<file path="src/include/param_cmd_pkg.sv">
// Package with command codes, status codes and device constants for the decoder
package param_cmd_pkg;

  // ----------------------------------------
  // Command bytes
  // ----------------------------------------
  localparam logic [7:0] CMD_READ_POS = 8'h42;
  localparam logic [7:0] CMD_SET_POS = 8'h43;
  localparam logic [7:0] CMD_READ_ANALOG = 8'h44;
  localparam logic [7:0] CMD_READ_CNT = 8'h46;
  localparam logic [7:0] CMD_INC_CNT = 8'h47;
  localparam logic [7:0] CMD_DEL_CNT = 8'h49;
  localparam logic [7:0] CMD_READ_DATA = 8'h4A;
  localparam logic [7:0] CMD_STORE_DATA = 8'h4B;
  localparam logic [7:0] CMD_FIELD_STAT = 8'h4C;
  localparam logic [7:0] CMD_CREATE_FIELD = 8'h4D;
  localparam logic [7:0] CMD_FREE_MEM = 8'h4E;
  localparam logic [7:0] CMD_CHG_CODE = 8'h4F;
  localparam logic [7:0] CMD_READ_STATUS = 8'h50;
  localparam logic [7:0] CMD_TYPE_LABEL = 8'h52;
  localparam logic [7:0] CMD_RESET = 8'h53;
  localparam logic [7:0] CMD_SET_ADDR = 8'h55;
  localparam logic [7:0] CMD_SERIAL_VER = 8'h56;
  localparam logic [7:0] CMD_CFG_IF = 8'h57;

  // ----------------------------------------
  // Status codes
  // ----------------------------------------
  localparam logic [7:0] ST_OK = 8'h00;
  localparam logic [7:0] ST_TABLE_BAD = 8'h03;
  localparam logic [7:0] ST_I2C_DEAD = 8'h05;
  localparam logic [7:0] ST_WDOG_RESET = 8'h07;
  localparam logic [7:0] ST_CHECKSUM = 8'h0A;
  localparam logic [7:0] ST_UNKNOWN_CMD = 8'h0B;
  localparam logic [7:0] ST_DATA_COUNT = 8'h0C;
  localparam logic [7:0] ST_BAD_ARG = 8'h0D;
  localparam logic [7:0] ST_WRITE_PROT = 8'h0E;
  localparam logic [7:0] ST_BAD_CODE = 8'h0F;
  localparam logic [7:0] ST_FIXED_SIZE = 8'h10;
  localparam logic [7:0] ST_ADDR_RANGE = 8'h11;
  localparam logic [7:0] ST_NO_FIELD = 8'h12;
  localparam logic [7:0] ST_ANALOG_MON = 8'h1C;
  localparam logic [7:0] ST_OVERSPEED = 8'h1F;

  // ----------------------------------------
  // Reset values and device constants
  // ----------------------------------------
  localparam logic [7:0] GUARD_RESET = 8'h55;
  localparam logic [7:0] TYPE_CODE = 8'hA5;     // Arbitrary type code
  localparam logic [7:0] FW_VERSION = 8'h01;    // Arbitrary version
  localparam logic [31:0] SERIAL_NO = 32'h0000_0001; // Arbitrary serial
  localparam logic [15:0] USER_MEM_BYTES = 16'h0700;
  localparam int NUM_FIELDS = 8;
  localparam logic [7:0] FIELD_WORDS_MAX = 8'h20;
  localparam int FIELD_BITS = 3;
  localparam int MAX_REPLY = 5;

  // ----------------------------------------
  // Data field status byte layout
  // ----------------------------------------
  localparam int FST_EXISTS = 7;
  localparam int FST_PROT = 6;
  localparam int FST_FIXED = 5;

  // Expected data-byte counts per command
  localparam logic [3:0] LEN_NONE = 4'h0;
  localparam logic [3:0] LEN_ONE = 4'h1;
  localparam logic [3:0] LEN_TWO = 4'h2;
  localparam logic [3:0] LEN_THREE = 4'h3;
  localparam logic [3:0] LEN_FOUR = 4'h4;

endpackage

</file>
<file path="src/include/cmd_frame_if.sv">
// Interface carrying one decoded frame from the collector to the decoder
`timescale 1ns/100ps
interface cmd_frame_if;
  logic valid;
  logic [7:0] cmd;
  logic [3:0] count;
  logic [7:0] arg [0:3];
  logic sumOk;
  modport src (output valid, output cmd, output count, output arg,
    output sumOk);
  modport dst (input valid, input cmd, input count, input arg,
    input sumOk);
endinterface

</file>
<file path="src/rtl/encoder_param_cmd_decoder.sv">
// Parameter channel command decoder with status reporting
`timescale 1ns/100ps

// Operation
// - Marked commands carry guard byte against overwrite
// - Guard byte expected is 55h after reset
// - 56h returns serial number and version
// - 4Ch reports status of selected field
// - 4Eh reports remaining user memory
// - No fault gives status 00h
// - Checksum mismatch flags 0Ah
// - Wrong data byte count flags 0Ch
// - Disallowed argument rejected, flags 0Dh
// - Write to protected field refused, 0Eh
// - Resizing fixed field refused, flags 10h
// - Word address beyond field flags 11h
// - Missing data field flags 12h
// - Overspeed flags 1Fh
// - Supervision reset flags 07h
// - Analog monitoring violation flags 1Ch
// - Internal two-wire bus failure flags 05h
// - Corrupt partition table flags 03h
module encoder_param_cmd_decoder
(
  input wire logic clk,
  input wire logic srst,
  input wire logic rxByteValid,
  input wire logic [7:0] rxByte,
  input wire logic rxFrameEnd,
  input wire logic rxSumOk,
  input wire logic overspeedPin,
  input wire logic wdogResetPin,
  input wire logic analogFaultPin,
  input wire logic busFaultPin,
  input wire logic tableBadPin,
  output logic txByteValid,
  output logic [7:0] txByte,
  output logic txLast,
  output logic [7:0] status,
  output logic fieldWrite,
  output logic [param_cmd_pkg::FIELD_BITS-1:0] fieldSel,
  output logic [7:0] fieldAddr,
  output logic [7:0] fieldData
);
  import param_cmd_pkg::*;

  // ----------------------------------------
  // Frame collection
  // ----------------------------------------
  cmd_frame_if frame ();

  frame_collect u_collect (
    .clk(clk),
    .srst(srst),
    .byteValid(rxByteValid),
    .byteData(rxByte),
    .frameEnd(rxFrameEnd),
    .sumOk(rxSumOk),
    .frame(frame)
  );

  // ----------------------------------------
  // Fault pin synchronisers
  // ----------------------------------------
  logic [4:0] faultMeta_ff;
  logic [4:0] faultSync_ff;
  logic [4:0] faultPrev_ff;
  wire logic [4:0] faultRaw = {tableBadPin, busFaultPin, analogFaultPin,
    wdogResetPin, overspeedPin};
  wire logic [4:0] faultRise = faultSync_ff & ~faultPrev_ff;

  always_ff @(posedge clk)
  begin
    if (srst)
    begin
      faultMeta_ff <= 5'h00;
      faultSync_ff <= 5'h00;
      faultPrev_ff <= 5'h00;
    end
    else
    begin
      faultMeta_ff <= faultRaw;
      faultSync_ff <= faultMeta_ff;
      faultPrev_ff <= faultSync_ff;
    end
  end

  // ----------------------------------------
  // Data field table
  // ----------------------------------------
  logic fieldExists_ff [0:NUM_FIELDS-1];
  logic fieldProt_ff [0:NUM_FIELDS-1];
  logic fieldFixed_ff [0:NUM_FIELDS-1];
  logic [7:0] fieldSize_ff [0:NUM_FIELDS-1];
  logic [15:0] freeMem_ff;
  logic [7:0] guard_ff;

  // ----------------------------------------
  // Decode
  // ----------------------------------------
  wire logic [7:0] cmd = frame.cmd;
  wire logic [7:0] a0 = frame.arg[0];
  wire logic [7:0] a1 = frame.arg[1];
  wire logic [7:0] a2 = frame.arg[2];
  wire logic [7:0] a3 = frame.arg[3];

  wire logic known = cmd inside {CMD_READ_POS, CMD_SET_POS,
    CMD_READ_ANALOG, CMD_READ_CNT, CMD_INC_CNT, CMD_DEL_CNT,
    CMD_READ_DATA, CMD_STORE_DATA, CMD_FIELD_STAT, CMD_CREATE_FIELD,
    CMD_FREE_MEM, CMD_CHG_CODE, CMD_READ_STATUS, CMD_TYPE_LABEL,
    CMD_RESET, CMD_SET_ADDR, CMD_SERIAL_VER, CMD_CFG_IF};

  wire logic guarded = cmd inside {CMD_SET_POS, CMD_DEL_CNT,
    CMD_CREATE_FIELD, CMD_CHG_CODE, CMD_CFG_IF};

  logic [3:0] expLen;
  always_comb
  begin
    case (cmd)
      CMD_SET_POS: expLen = LEN_FOUR;
      CMD_READ_ANALOG: expLen = LEN_ONE;
      CMD_DEL_CNT: expLen = LEN_ONE;
      CMD_READ_DATA: expLen = LEN_TWO;
      CMD_STORE_DATA: expLen = LEN_THREE;
      CMD_FIELD_STAT: expLen = LEN_ONE;
      CMD_CREATE_FIELD: expLen = LEN_FOUR;
      CMD_CHG_CODE: expLen = LEN_THREE;
      CMD_SET_ADDR: expLen = LEN_ONE;
      CMD_CFG_IF: expLen = LEN_TWO;
      default: expLen = LEN_NONE;
    endcase
  end

  // Guard byte sits first for guarded commands
  wire logic guardOk = !guarded || (a0 == guard_ff);
  wire logic [7:0] fieldArg = (cmd == CMD_CREATE_FIELD) ? a1 : a0;
  wire logic [FIELD_BITS-1:0] fIdx = fieldArg[FIELD_BITS-1:0];
  wire logic fInRange = fieldArg < 8'(NUM_FIELDS);
  wire logic fExists = fInRange && fieldExists_ff[fIdx];
  wire logic isWrite = cmd == CMD_STORE_DATA;
  wire logic isAccess = cmd == CMD_READ_DATA || isWrite;
  wire logic needField = isAccess || cmd == CMD_FIELD_STAT;

  // Status picked by priority: protocol, argument, then data checks
  logic [7:0] verdict;
  always_comb
  begin
    if (!frame.sumOk)
      verdict = ST_CHECKSUM;
    else if (!known)
      verdict = ST_UNKNOWN_CMD;
    else if (frame.count != expLen)
      verdict = ST_DATA_COUNT;
    else if (!guardOk)
      verdict = ST_BAD_CODE;
    else if ((needField || cmd == CMD_CREATE_FIELD) && !fInRange)
      verdict = ST_BAD_ARG;
    else if (needField && !fExists)
      verdict = ST_NO_FIELD;
    else if (isWrite && fieldProt_ff[fIdx])
      verdict = ST_WRITE_PROT;
    else if (cmd == CMD_CREATE_FIELD && fExists && fieldFixed_ff[fIdx])
      verdict = ST_FIXED_SIZE;
    else if (cmd == CMD_CREATE_FIELD && a2 > FIELD_WORDS_MAX)
      verdict = ST_BAD_ARG;
    else if (isAccess && a1 >= fieldSize_ff[fIdx])
      verdict = ST_ADDR_RANGE;
    else
      verdict = ST_OK;
  end

  wire logic accept = frame.valid && verdict == ST_OK;

  // ----------------------------------------
  // Status register
  // ----------------------------------------
  logic [7:0] status_ff;
  logic [7:0] nxt_status;
  // Pin faults win over frame verdicts: they reflect device health
  always_comb
  begin
    nxt_status = status_ff;
    // A clean status read must not hide the code that it reports
    if (frame.valid && !(cmd == CMD_READ_STATUS && verdict == ST_OK))
      nxt_status = verdict;
    if (faultRise[0])
      nxt_status = ST_OVERSPEED;
    if (faultRise[1])
      nxt_status = ST_WDOG_RESET;
    if (faultRise[2])
      nxt_status = ST_ANALOG_MON;
    if (faultRise[3])
      nxt_status = ST_I2C_DEAD;
    if (faultRise[4])
      nxt_status = ST_TABLE_BAD;
  end

  // ----------------------------------------
  // State updates: status every cycle, guard and fields on accepted commands
  // ----------------------------------------
  wire logic doCreate = accept && cmd == CMD_CREATE_FIELD;
  wire logic [15:0] newWords = {8'h00, a2};
  wire logic memShort = newWords > freeMem_ff;

  always_ff @(posedge clk)
  begin
    if (srst)
    begin
      status_ff <= ST_OK;
      guard_ff <= GUARD_RESET;
      freeMem_ff <= USER_MEM_BYTES;
    end
    else
    begin
      status_ff <= nxt_status;
      if (accept && cmd == CMD_CHG_CODE)
        guard_ff <= a1;
      if (doCreate && !fExists && !memShort)
        freeMem_ff <= freeMem_ff - newWords;
    end
  end

  genvar g;
  for (g = 0; g < NUM_FIELDS; g++)
  begin : g_field
    always_ff @(posedge clk)
    begin
      if (srst)
      begin
        fieldExists_ff[g] <= 1'b0;
        fieldProt_ff[g] <= 1'b0;
        fieldFixed_ff[g] <= 1'b0;
        fieldSize_ff[g] <= 8'h00;
      end
      else if (doCreate && fIdx == FIELD_BITS'(g) && !memShort)
      begin
        fieldExists_ff[g] <= 1'b1;
        fieldSize_ff[g] <= a2;
        fieldProt_ff[g] <= a3[0];
        fieldFixed_ff[g] <= a3[1];
      end
    end
  end

  // ----------------------------------------
  // Reply shaping
  // ----------------------------------------
  logic [7:0] reply [0:MAX_REPLY-1];
  logic [2:0] replyLen;
  always_comb
  begin
    for (int k = 0; k < MAX_REPLY; k++)
      reply[k] = 8'h00;
    replyLen = 3'd0;
    if (accept)
    begin
      case (cmd)
        CMD_SERIAL_VER:
        begin
          reply[0] = SERIAL_NO[31:24];
          reply[1] = SERIAL_NO[23:16];
          reply[2] = SERIAL_NO[15:8];
          reply[3] = SERIAL_NO[7:0];
          reply[4] = FW_VERSION;
          replyLen = 3'd5;
        end
        CMD_FIELD_STAT:
        begin
          reply[0][FST_EXISTS] = fieldExists_ff[fIdx];
          reply[0][FST_PROT] = fieldProt_ff[fIdx];
          reply[0][FST_FIXED] = fieldFixed_ff[fIdx];
          reply[1] = fieldSize_ff[fIdx];
          replyLen = 3'd2;
        end
        CMD_FREE_MEM:
        begin
          reply[0] = freeMem_ff[15:8];
          reply[1] = freeMem_ff[7:0];
          replyLen = 3'd2;
        end
        CMD_TYPE_LABEL:
        begin
          reply[0] = TYPE_CODE;
          replyLen = 3'd1;
        end
        CMD_READ_STATUS:
        begin
          reply[0] = status_ff;
          replyLen = 3'd1;
        end
        default:
        begin
          reply[0] = ST_OK;
          replyLen = 3'd1;
        end
      endcase
    end
    else if (frame.valid)
    begin
      reply[0] = verdict;
      replyLen = 3'd1;
    end
  end

  // ----------------------------------------
  // Transmit sequencer
  // ----------------------------------------
  logic [7:0] txBuf_ff [0:MAX_REPLY-1];
  logic [2:0] txLeft_ff;
  logic [2:0] txPos_ff;
  wire logic loadTx = replyLen != 3'd0 && txLeft_ff == 3'd0;

  always_ff @(posedge clk)
  begin
    if (srst)
    begin
      txLeft_ff <= 3'd0;
      txPos_ff <= 3'd0;
      txByteValid <= 1'b0;
      txByte <= 8'h00;
      txLast <= 1'b0;
    end
    else if (loadTx)
    begin
      txBuf_ff <= reply;
      txLeft_ff <= replyLen;
      txPos_ff <= 3'd0;
      txByteValid <= 1'b0;
      txLast <= 1'b0;
    end
    else if (txLeft_ff != 3'd0)
    begin
      txByteValid <= 1'b1;
      txByte <= txBuf_ff[txPos_ff];
      txLast <= txLeft_ff == 3'd1;
      txPos_ff <= txPos_ff + 3'd1;
      txLeft_ff <= txLeft_ff - 3'd1;
    end
    else
    begin
      txByteValid <= 1'b0;
      txLast <= 1'b0;
    end
  end

  // ----------------------------------------
  // Field write strobe toward memory
  // ----------------------------------------
  always_ff @(posedge clk)
  begin
    if (srst)
    begin
      fieldWrite <= 1'b0;
      fieldSel <= '0;
      fieldAddr <= 8'h00;
      fieldData <= 8'h00;
    end
    else
    begin
      fieldWrite <= accept && isWrite;
      fieldSel <= fIdx;
      fieldAddr <= a1;
      fieldData <= a2;
    end
  end

  assign status = status_ff;

endmodule

</file>
<file path="src/rtl/frame_collect.sv">
// Collects received bytes of one message into a frame
`timescale 1ns/100ps
module frame_collect
(
  input wire logic clk,
  input wire logic srst,
  input wire logic byteValid,
  input wire logic [7:0] byteData,
  input wire logic frameEnd,
  input wire logic sumOk,
  cmd_frame_if.src frame
);
  import param_cmd_pkg::*;

  logic [3:0] cnt_ff;
  logic haveCmd_ff;
  logic [7:0] cmd_ff;
  logic [7:0] arg_ff [0:3];
  logic valid_ff;
  logic sum_ff;
  logic [3:0] countOut_ff;

  wire logic storeArg = byteValid && haveCmd_ff && (cnt_ff < 4'h4);
  wire logic [1:0] argIdx = cnt_ff[1:0];

  always_ff @(posedge clk)
  begin
    if (srst)
    begin
      cnt_ff <= 4'h0;
      haveCmd_ff <= 1'b0;
      cmd_ff <= 8'h00;
      valid_ff <= 1'b0;
      sum_ff <= 1'b0;
      countOut_ff <= 4'h0;
    end
    else
    begin
      valid_ff <= frameEnd && haveCmd_ff;
      if (frameEnd)
      begin
        sum_ff <= sumOk;
        countOut_ff <= cnt_ff;
        haveCmd_ff <= 1'b0;
        cnt_ff <= 4'h0;
      end
      else if (byteValid && !haveCmd_ff)
      begin
        cmd_ff <= byteData;
        haveCmd_ff <= 1'b1;
      end
      else if (byteValid && cnt_ff != 4'hF)
        cnt_ff <= cnt_ff + 4'h1;
    end
  end

  // Argument bytes beyond four are counted but not kept
  genvar i;
  for (i = 0; i < 4; i++)
  begin : g_arg
    always_ff @(posedge clk)
    begin
      if (srst)
        arg_ff[i] <= 8'h00;
      else if (storeArg && argIdx == 2'(i))
        arg_ff[i] <= byteData;
    end
    assign frame.arg[i] = arg_ff[i];
  end

  assign frame.valid = valid_ff;
  assign frame.cmd = cmd_ff;
  assign frame.count = countOut_ff;
  assign frame.sumOk = sum_ff;

endmodule

</file>
<file path="config.mk">
export PLATFORM = sky130hd
export DESIGN_NAME = encoder_param_cmd_decoder
export DESIGN_NICKNAME = d
export VERILOG_FILES = /design/src/include/param_cmd_pkg.sv /design/src/include/cmd_frame_if.sv /design/src/rtl/encoder_param_cmd_decoder.sv /design/src/rtl/frame_collect.sv
export SDC_FILE = /design/constraint.sdc
export NUM_CORES = 1
export LEC_CHECK = 0
export ABC_AREA = 1
export BUFFER_PORTS_ARGS = -buffer_cell sky130_fd_sc_hd__buf_2
export CAP_MARGIN = 20
export CORE_ASPECT_RATIO = 1.25
export CORE_UTILIZATION = 60
export DETAILED_ROUTE_END_ITERATION = 8
export PLACE_DENSITY_LB_ADDON = 0.08
export SETUP_SLACK_MARGIN = 0.02
export SLEW_MARGIN = 5
export SYNTH_ARGS = -nofsm -noshare
export SYNTH_HDL_FRONTEND = slang
export SYNTH_SLANG_ARGS = --single-unit
</file>
<file path="constraint.sdc">
create_clock -name clk -period 5 [get_ports clk]
set_input_delay 0.75 -clock clk [delete_from_list [all_inputs] [get_ports clk]]
set_output_delay 0.75 -clock clk [all_outputs]
set_load 0.1 [all_outputs]
</file>
==> flow_summary_export.csv, run 1 <==
group,metric,value,unit
floorplan,start_util,62.10,%
timing,rsz0062_at_grt,"false",
drt,finalWirelength,27410,um
cts,cts_tree,"yes",
floorplan,die_w,120.8,um
yosys,synth_seq_area_share,55.80,%
timing,setup_viol,0,
cts,root_buffer,"clkbuf_16",
cts,path_clk_slew,60,ps
yosys,async_flop_share,0,%
floorplan,io_pins,56,
yosys,syn_inst,1187,
final_layout,seqCellArea,5906,um2
worst_setup_path,crit_path_start_kind,"flip-flop",
drt,ant_nets,0,
yosys,ys.flop_type,"edfxtp_1",
drt,drc_errors,0,
timing,hold_viol_final,0,
final_layout,fillers,1342,
grt,grt_usage,30.92,%
power,leakage,5.332,nW
timing,fmax,216.9,MHz
cts,numCtsBuffers,24,
cts,clk_latency,530,ps
place,gp_congestion,0.9465,
floorplan,row_count,53,
timing,min_period,4611,ps
flow_run,maxCapViolCount,0,
yosys,synth_edf_count,130,
yosys,syn_area,10580,um2
floorplan,die_h,150.5,um
grt,grt_pass1_vias,8182,
final_layout,fin_util,71.71,%
place,numPortBuffers,52,
worst_setup_path,critPathMaxFanout,11,
yosys,synth_seq_cells,230,
grt,grt_overflow,0,
cts,hold_buffers,0,
timing,slew_headroom,36.68,%
worst_setup_path,path_class,"flip-flop to flip-flop",
drt,vias,8474,
final_layout,final_nets,1335,
worst_setup_path,required,5230,ps
yosys,yosys_warnings,0,
worst_setup_path,cp-end-kind,"flip-flop",
timing,fin_skew,18.96,ps
timing,period_share,92.22,%
drt,via_per_inst,5.539,
cts,cts_buffer_depth,3,
power,cellPowerDensity,392.8,nW/um2
floorplan,core_area,17040,um2
drt,drt_pass1_iterations,6,
worst_setup_path,arrival,4840,ps
drt,initialDrtViolationCount,733,
cts,clock-sinks,230,
outcome,status,"finished, final reports clean",
timing,hold_ws,403.5,ps
final_layout,drive_gt1_share,13.66,%
place,hpwl,20170,um
power,irDropWorstVdd,0.0002954,V
min_path,hp-class,"flip-flop to flip-flop",
floorplan,dieArea,18180,um2
timing,finalMaxSlewViolations,0,
power,finalPower,4.801,mW
grt,grt_max_degree,77,
timing,setup-tns-final,0,ps
timing,tightest_slew,942.5,ps
yosys,syn_area_per_cell,8.917,um2
cts,htree_levels,1,
final_layout,antenna_cells,0,
final_layout,syn_to_final_growth,15.47,%
drt,wl_per_cell,17.91,um
final_layout,multiInputGateArea,4014,um2
grt,grt_pass1_wl,42410,um
yosys,yosysUniqueCellTypes,52,
grt,antenna_found_initial,0,
## metrics by stage
step	cells	instance area [um2]	worst slack (ps)
finish	1530	12220	388.8
floorplan	1205	10650	870.4
CTS	1526	12170	301.8
global placement	1482	11390	395.4
detailed placement	1482	11390	324.1
global route	1530	12220	45.16
## per-layer routing
layer / vias up / wire length (um) / GRT usage, %
met5: - / 0 / 0
met4: 0 / 1308 / 16.17
met3: 90 / 1513 / 3.902
met2: 319 / 14200 / 56.26
met1: 3921 / 10380 / 35.42
li1: 4144 / - / -
## final timing paths
check / from / endpoint / slack (ps) / cells after the start
worst min-delay path: faultMeta_ff[1] / faultSync_ff[1] / 400 / 2
worst min register to register: faultMeta_ff[1] / faultSync_ff[1] / 400 / 2
worst max-delay path: u_collect.frame.cmd[1] / fieldFixed_ff[1] / 390 / 25
worst max register to register: u_collect.frame.cmd[1] / fieldFixed_ff[1] / 390 / 25
## worst max-delay path, cell delays in order (launching register included)
cell,delay [ps]
dfxtp_1,370
inv_2,190
nand2_1,120
nor2_4,130
nand2_1,200
o21ai_4,340
nor2_1,90
inv_1,210
buf_4,220
o22ai_1,90
or2_2,290
o32ai_1,230
ha_1,230
inv_1,50
a21oi_1,120
o21ai_0,80
nand2_1,70
o2111ai_1,110
nand2_1,100
nand2_1,80
nor2_4,130
nand4_4,150
nor2_8,280
nand3_2,140
nand2_1,130
buf_12,140
## cells in the mapped netlist, types with 4 or more instances
master | count | area share, %
a31oi_1 | 4 | 0.24
nand3_2 | 9 | 0.85
clkbuf_1 | 25 | 0.89
nand4_1 | 14 | 0.83
ha_1 | 24 | 2.8
inv_1 | 150 | 5.3
nor3_1 | 34 | 1.6
o21ai_1 | 6 | 0.28
buf_1 | 4 | 0.14
dfxtp_1 | 100 | 19
inv_2 | 5 | 0.18
nand2_2 | 7 | 0.41
o22ai_1 | 26 | 1.5
nor2_4 | 8 | 0.85
o211ai_1 | 6 | 0.43
a21oi_1 | 66 | 3.1
xnor2_1 | 5 | 0.41
a211oi_1 | 6 | 0.43
xor2_1 | 9 | 0.74
or2_2 | 4 | 0.24
o21ai_0 | 47 | 2.2
nand2_1 | 212 | 7.5
edfxtp_1 | 130 | 37
nand3_1 | 45 | 2.1
nor2_1 | 198 | 7.0
## cell usage in the layout, fill, tap and decap left out, drive strengths merged, types with 4 or more instances in the layout
cell	n
nand2	220
nor2	209
inv	155
edfxtp	130
dfxtp	100
buf	94
a21oi	66
o21ai	56
nand3	54
nor3	34
clkbuf	33
o22ai	26
ha	24
conb	19
nand4	17
xor2	9
clkinv	8
a211oi	6
o211ai	6
xnor2	5
or2	4
a31oi	4
clkinvlp	4
## logic make-up after synthesis
kind of cell,count (synthesis),share of synthesized area (%)
adder cells (fa/ha/maj),25,3.026
other,1,0.03543
AND/OR/NAND/NOR,545,22.92
buffers and inverters,190,6.939
XOR/XNOR,14,1.159
flip-flops,230,55.80
AO/OA/AOI/OAI,182,10.12
## flip-flops by register name (all words and copies together), names as in the netlist, 16 cells and up
register / flops
fieldSize_ff: 64
txBuf_ff: 17
u_collect.arg_ff: 26
freeMem_ff: 16
## cell type report
class | instances | share of cell area (%)
Clock inverter | 11 | 0.7371
Inverter | 157 | 4.904
Clock buffer | 33 | 5.620
Timing Repair Buffer | 94 | 5.324
Sequential cell | 230 | 48.32
Tap cell | 220 | 2.252
Multi-Input combinational cell | 785 | 32.84
## power by group
group / internal [mW] / switching, mW
logic: 0.200 / 0.673
registers: 2.11 / 0.0697
clock network: 1.02 / 0.735
## repair_timing
| action | 4_1_cts | 5_1_grt |
|---|---|---|
| endpoints found under the setup margin | 0 | 109 |
| buffers inserted | 0 | 4 |
| resized for setup | 0 | 3 |
(Power assumes the default switching activity.)
==> inputs of run 2 (changes only) <==
clock period = 5.7 ns   (was 5 ns; I/O delays follow)
==> run 2 against run 1 <==
Net effect: core utilization decreased by 1.6 points; flip-flop and latch count unchanged; clock power decreased by 8%; die area unchanged; register-to-register slack improved by 60 ps; worst hold slack improved by 0.79 ps; design area decreased by 2.2%; largest power group unchanged; critical path depth decreased by 3; worst setup slack improved by 59 ps; non-clock buffer count decreased by 35.
==> flow_summary_export.csv, run 2 (same netlist as run 1, synthesis figures left out) <==
group,metric,value,unit
final_layout,stdcell_area,11960,um2
worst_setup_path,cp_cell_sequence,"nand2_1, nor2_4, nand2_1, o21ai_4, nor2_1, inv_1, o22ai_1, or2_2, o32ai_1, ha_1, inv_1, a21oi_1, o21ai_0, nand2_1, o2111ai_1, nand2_1, nand2_1, nor2_4, nand4_4, nor2_8, nand3_2, nand2_1",
cts,cts_buffer_depth,3,
drt,initialDrtViolationCount,647,
timing,hold_viol_final,0,
final_layout,syn_to_final_growth,12.97,%
drt,wl_per_cell,17.97,um
worst_setup_path,rr_worst_depth,22,
timing,setup_slack,447.8,ps
timing,rsz0062_at_grt,"false",
floorplan,start_util,62.10,%
place,gp_congestion,0.9932,
floorplan,io_pins,56,
worst_setup_path,rr_endpoint,"fieldSize_ff[5][0]",
timing,min_period,5252,ps
final_layout,largest_reg_flops,64,
worst_setup_path,crit_path_max_incr_delay,560,ps
place,hpwl,20240,um
timing,fmax,190.4,MHz
drt,vias,8297,
timing,slew_headroom,39.68,%
worst_setup_path,arrival,5410,ps
grt,grt_overflow,0,
final_layout,largestRegisters,"fieldSize_ff x64, u_collect.arg_ff x26, txBuf_ff x17",
cts,cts_tree,"yes",
drt,drt_pass1_iterations,5,
place,numPortBuffers,52,
worst_setup_path,rr_startpoint,"u_collect.frame.cmd[0]",
final_layout,antenna_cells,0,
worst_setup_path,crit_path_frequent_cell,"nand2_1",
timing,tightest_slew,898.0,ps
worst_setup_path,path_class,"flip-flop to flip-flop",
drt,finalWirelength,26870,um
cts,clk_latency,520,ps
cts,clock-sinks,230,
min_path,holdPathEnd,"faultSync_ff[3]",
drt,ant_nets,0,
power,switching_share,29.95,%
grt,grt_pass1_wl,41570,um
worst_setup_path,path_buf_inv,2,
worst_setup_path,cp-end-kind,"flip-flop",
worst_setup_path,required,5860,ps
power,irDropWorstVdd,0.0002667,V
floorplan,die_w,120.8,um
min_path,hp-start,"faultMeta_ff[3]",
timing,hold_ws,404.3,ps
final_layout,mostFrequentLayoutCell,"nand2_1",
grt,grt_usage,30.50,%
power,finalPower,4.252,mW
worst_setup_path,rrSetupSlack,450,ps
power,leakage,5.182,nW
drt,drc_errors,0,
timing,setup-tns-final,0,ps
flow_run,maxCapViolCount,0,
grt,grt_pass1_vias,7944,
cts,root_buffer,"clkbuf_16",
worst_setup_path,path_delay_family,"simple AND/OR/NAND/NOR gates",
outcome,status,"finished, final reports clean",
final_layout,fin_util,70.16,%
cts,htree_levels,1,
cts,post_cts.repair.setup_buffers,0,
floorplan,dieArea,18180,um2
worst_setup_path,crit_path_start_kind,"flip-flop",
final_layout,final_nets,1300,
floorplan,row_count,53,
power,cellPowerDensity,355.6,nW/um2
timing,setup_viol,0,
worst_setup_path,crit_slowest_cell,"dfxtp_1",
cts,hold_buffers,0,
place,dp_slack,456.3,ps
min_path,hp-class,"flip-flop to flip-flop",
worst_setup_path,critPathMaxFanout,16,
power,p_int,2.978,mW
cts,cts_resized,0,
floorplan,core_area,17040,um2
floorplan,die_h,150.5,um
final_layout,layout_common_cells,"206 x nand2_1, 198 x nor2_1, 150 x inv_1",
place,dpl_cell_area,11100,um2
final_layout,largest-register,"fieldSize_ff",
place,dp_cells,1451,
timing,fin_skew,18.90,ps
cts,path_clk_slew,60,ps
timing,period_share,92.14,%
timing,finalMaxSlewViolations,0,
final_layout,instances_no_fill,1495,
grt,grt_max_degree,76,
power,comb_power_share,17.1,%
min_path,hold_depth,2,
power,power_switching,1.274,mW
power,p_clk_share,37.9,%
drt,via_per_inst,5.550,
cts,numCtsBuffers,24,
final_layout,drive_gt1_share,11.69,%
power,seqPwrFrac,45.0,%
grt,antenna_found_initial,0,
## run 2: metal layers
| metal | GRT usage (%) | wire length, um | up-vias |
|---|---|---|---|
| met5 | 0 | 0 | - |
| met4 | 15.74 | 1549 | 0 |
| met3 | 3.561 | 1393 | 97 |
| met2 | 56.29 | 13920 | 272 |
| met1 | 34.51 | 10000 | 3846 |
| li1 | - | - | 4082 |
## run 2: power groups by stage
stage          sequential, mW  combinational, mW  clock [mW]
2_1_floorplan            2.20              0.326           0
3_3_place_gp             1.95              0.714           0
3_5_place_dp             1.95              0.723           0
4_1_cts                  1.91              0.726        1.63
5_1_grt                  1.92              0.795        1.71
6_report                 1.91              0.726        1.61
## run 2: final cells by class
class | instances | area [um2]
well taps | 220 | 275.3
fillers | 1395 | 5086
repair buffers | 59 | 316.6
flip-flops and latches | 230 | 5906
clock buffers | 37 | 767.0
inverters | 157 | 591.8
clock inverters | 7 | 73.82
multi-input cells | 785 | 4026
## run 2: worst min-delay path, cell delays in order (launching register included)
cell	delay [ps]
dfxtp_1	300
inv_1	40
nor2_1	30
## run 2: worst max-delay path by stage
stage                                      start            endpoint  slack [ps]  cells past startpoint
after floorplan           u_collect.frame.cmd[3]   fieldExists_ff[7]        1570                     23
after global placement    u_collect.frame.cmd[0]  fieldSize_ff[3][7]         700                     22
after detailed placement  u_collect.frame.cmd[0]  fieldSize_ff[3][7]         460                     22
after CTS                 u_collect.frame.cmd[0]  fieldSize_ff[3][4]         460                     22
after global routing      u_collect.frame.cmd[0]  fieldSize_ff[4][5]          40                     24
final                     u_collect.frame.cmd[0]  fieldSize_ff[5][0]         450                     22
==> inputs of run 3 (changes only) <==
clock period = 5.43 ns   (was 5.7 ns; I/O delays follow)
==> run 3 against run 2 <==
Net effect: wire length barely moved; total power rose by 0.45%; combinational power rose by 5.8%; sequential share of layout area rose by 0.33 points; sequential power rose by 5%; clock power fell by 7%; via count barely moved; flip-flop and latch count did not move; worst hold slack improved by 1.9 ps; non-clock buffer count rose by 8; die area did not move; cell count rose by 0.33%; critical path type unchanged; largest cell class unchanged; largest power group unchanged; highest routed layer unchanged.
==> flow_summary_export.csv, run 3 (same netlist as run 1, synthesis figures left out) <==
group,metric,value,unit
drt,drc_errors,0,
cts,numCtsBuffers,23,
timing,rsz0062_at_grt,"false",
place,dp_slack,507.6,ps
timing,hold_viol_final,0,
worst_setup_path,required,5580,ps
power,seqPwrFrac,47.0,%
cts,hold_buffers,0,
drt,finalWirelength,26870,um
cts,cts_tree,"yes",
min_path,hp-start,"faultMeta_ff[2]",
drt,via_per_inst,5.528,
floorplan,dieArea,18180,um2
floorplan,start_util,62.10,%
cts,post_cts.repair.setup_buffers,0,
final_layout,instances_no_fill,1500,
grt,grt_pass1_vias,7620,
worst_setup_path,rr_startpoint,"u_collect.frame.cmd[0]",
grt,grt_max_degree,57,
grt,grt_overflow,0,
timing,fmax,197.8,MHz
drt,vias,8292,
final_layout,fin_util,69.69,%
worst_setup_path,rr_worst_depth,24,
place,dp_cells,1459,
drt,ant_nets,0,
final_layout,mostFrequentLayoutCell,"nand2_1",
final_layout,largest_reg_flops,64,
floorplan,core_area,17040,um2
timing,hold_ws,406.2,ps
power,cellPowerDensity,359.6,nW/um2
outcome,status,"finished, final reports clean",
final_layout,stdcell_area,11880,um2
min_path,hold_depth,2,
min_path,hp-class,"flip-flop to flip-flop",
cts,root_buffer,"clkbuf_16",
power,switching_share,30.88,%
timing,setup_viol,0,
power,comb_power_share,18.0,%
cts,path_clk_slew,70,ps
flow_run,maxCapViolCount,0,
power,p_clk_share,35.0,%
power,power_switching,1.319,mW
power,finalPower,4.271,mW
worst_setup_path,path_class,"flip-flop to flip-flop",
final_layout,final_nets,1307,
drt,initialDrtViolationCount,623,
power,p_int,2.952,mW
timing,slew_headroom,39.38,%
cts,htree_levels,1,
floorplan,row_count,53,
final_layout,syn_to_final_growth,12.21,%
grt,antenna_found_initial,0,
worst_setup_path,cp-end-kind,"flip-flop",
timing,fin_skew,15.02,ps
drt,wl_per_cell,17.91,um
cts,clk_latency,510,ps
timing,setup_slack,373.6,ps
worst_setup_path,rrSetupSlack,370,ps
power,leakage,5.165,nW
final_layout,layout_common_cells,"210 x nand2_1, 198 x nor2_1, 150 x inv_1",
final_layout,drive_gt1_share,11.88,%
power,irDropWorstVdd,0.0002711,V
cts,cts_resized,0,
place,numPortBuffers,52,
grt,grt_pass1_wl,41210,um
floorplan,die_w,120.8,um
timing,tightest_slew,905.9,ps
worst_setup_path,crit_path_start_kind,"flip-flop",
timing,setup-tns-final,0,ps
drt,drt_pass1_iterations,5,
worst_setup_path,rr_endpoint,"fieldSize_ff[2][5]",
timing,period_share,93.12,%
place,dpl_cell_area,11160,um2
final_layout,antenna_cells,0,
final_layout,largestRegisters,"fieldSize_ff x64, u_collect.arg_ff x26, txBuf_ff x17",
place,hpwl,20490,um
timing,min_period,5056,ps
floorplan,die_h,150.5,um
place,gp_congestion,1.010,
final_layout,largest-register,"fieldSize_ff",
cts,clock-sinks,230,
floorplan,io_pins,56,
worst_setup_path,arrival,5210,ps
worst_setup_path,critPathMaxFanout,12,
cts,cts_buffer_depth,3,
grt,grt_usage,30.43,%
timing,finalMaxSlewViolations,0,
min_path,holdPathEnd,"faultSync_ff[2]",
==> run 3: cell count changes in the layout (fill, tap and decap cells not counted), sizes merged <==
cell / before / now
inv: 157 / 159
buf: 59 / 67
bufinv: 1 / 0
clkbuf: 37 / 31
clkinv: 6 / 8
==> run 3: layout make-up <==
type                       count  area, um2
fill                        1377       5166
clock buffer                  31      655.6
clock inverter                10      58.81
tap                          220      275.3
timing repair buffer          67      372.9
sequential                   230       5906
inverter                     157      591.8
multi-input combinational    785       4016
==> run 3: layer usage <==
layer  wire (um)  GRT usage [%]  part of all wire [%]
met1       10140          35.59                    38
met2       13580          54.28                    51
met3        1569          3.333                   5.8
met4        1583          17.28                   5.9
met5           0              0                     0
==> run 3: how the worst max path moves through the flow <==
stage,from,to,slack [ps],depth (start not counted)
2_1_floorplan,u_collect.frame.cmd[3],fieldExists_ff[7],1300,23
3_3_place_gp,u_collect.frame.cmd[0],fieldProt_ff[6],620,23
3_5_place_dp,u_collect.frame.cmd[0],fieldProt_ff[6],510,23
4_1_cts,u_collect.frame.cmd[0],fieldSize_ff[6][0],460,24
5_1_grt,u_collect.frame.cmd[0],fieldExists_ff[2],20,24
6_report,u_collect.frame.cmd[0],fieldSize_ff[2][5],370,24
==> run 3: power groups by stage <==
stage	logic (mW)	registers (mW)	clock network [mW]
after detailed placement	0.766	2.04	0
after global routing	0.833	2.02	1.59
after CTS	0.770	2.01	1.52
after floorplan	0.342	2.31	0
final	0.768	2.01	1.50
after global placement	0.759	2.04	0
==> run 3: critical path: stages, from the launching register on <==
cell	delay [ps]
dfxtp_1	540
nand2_1	150
nor2_4	130
nand2_1	200
o21ai_4	350
nor2_1	70
buf_4	150
inv_1	240
buf_4	220
o22a_1	140
o221ai_1	100
nand2_1	80
nand2_1	80
ha_1	310
a21oi_1	160
o21ai_0	110
nand2_1	60
o2111ai_1	150
nand2_1	120
nand2_1	90
nor2_4	140
nand4_4	150
nor2_8	290
nand3_2	250
nand2_1	420
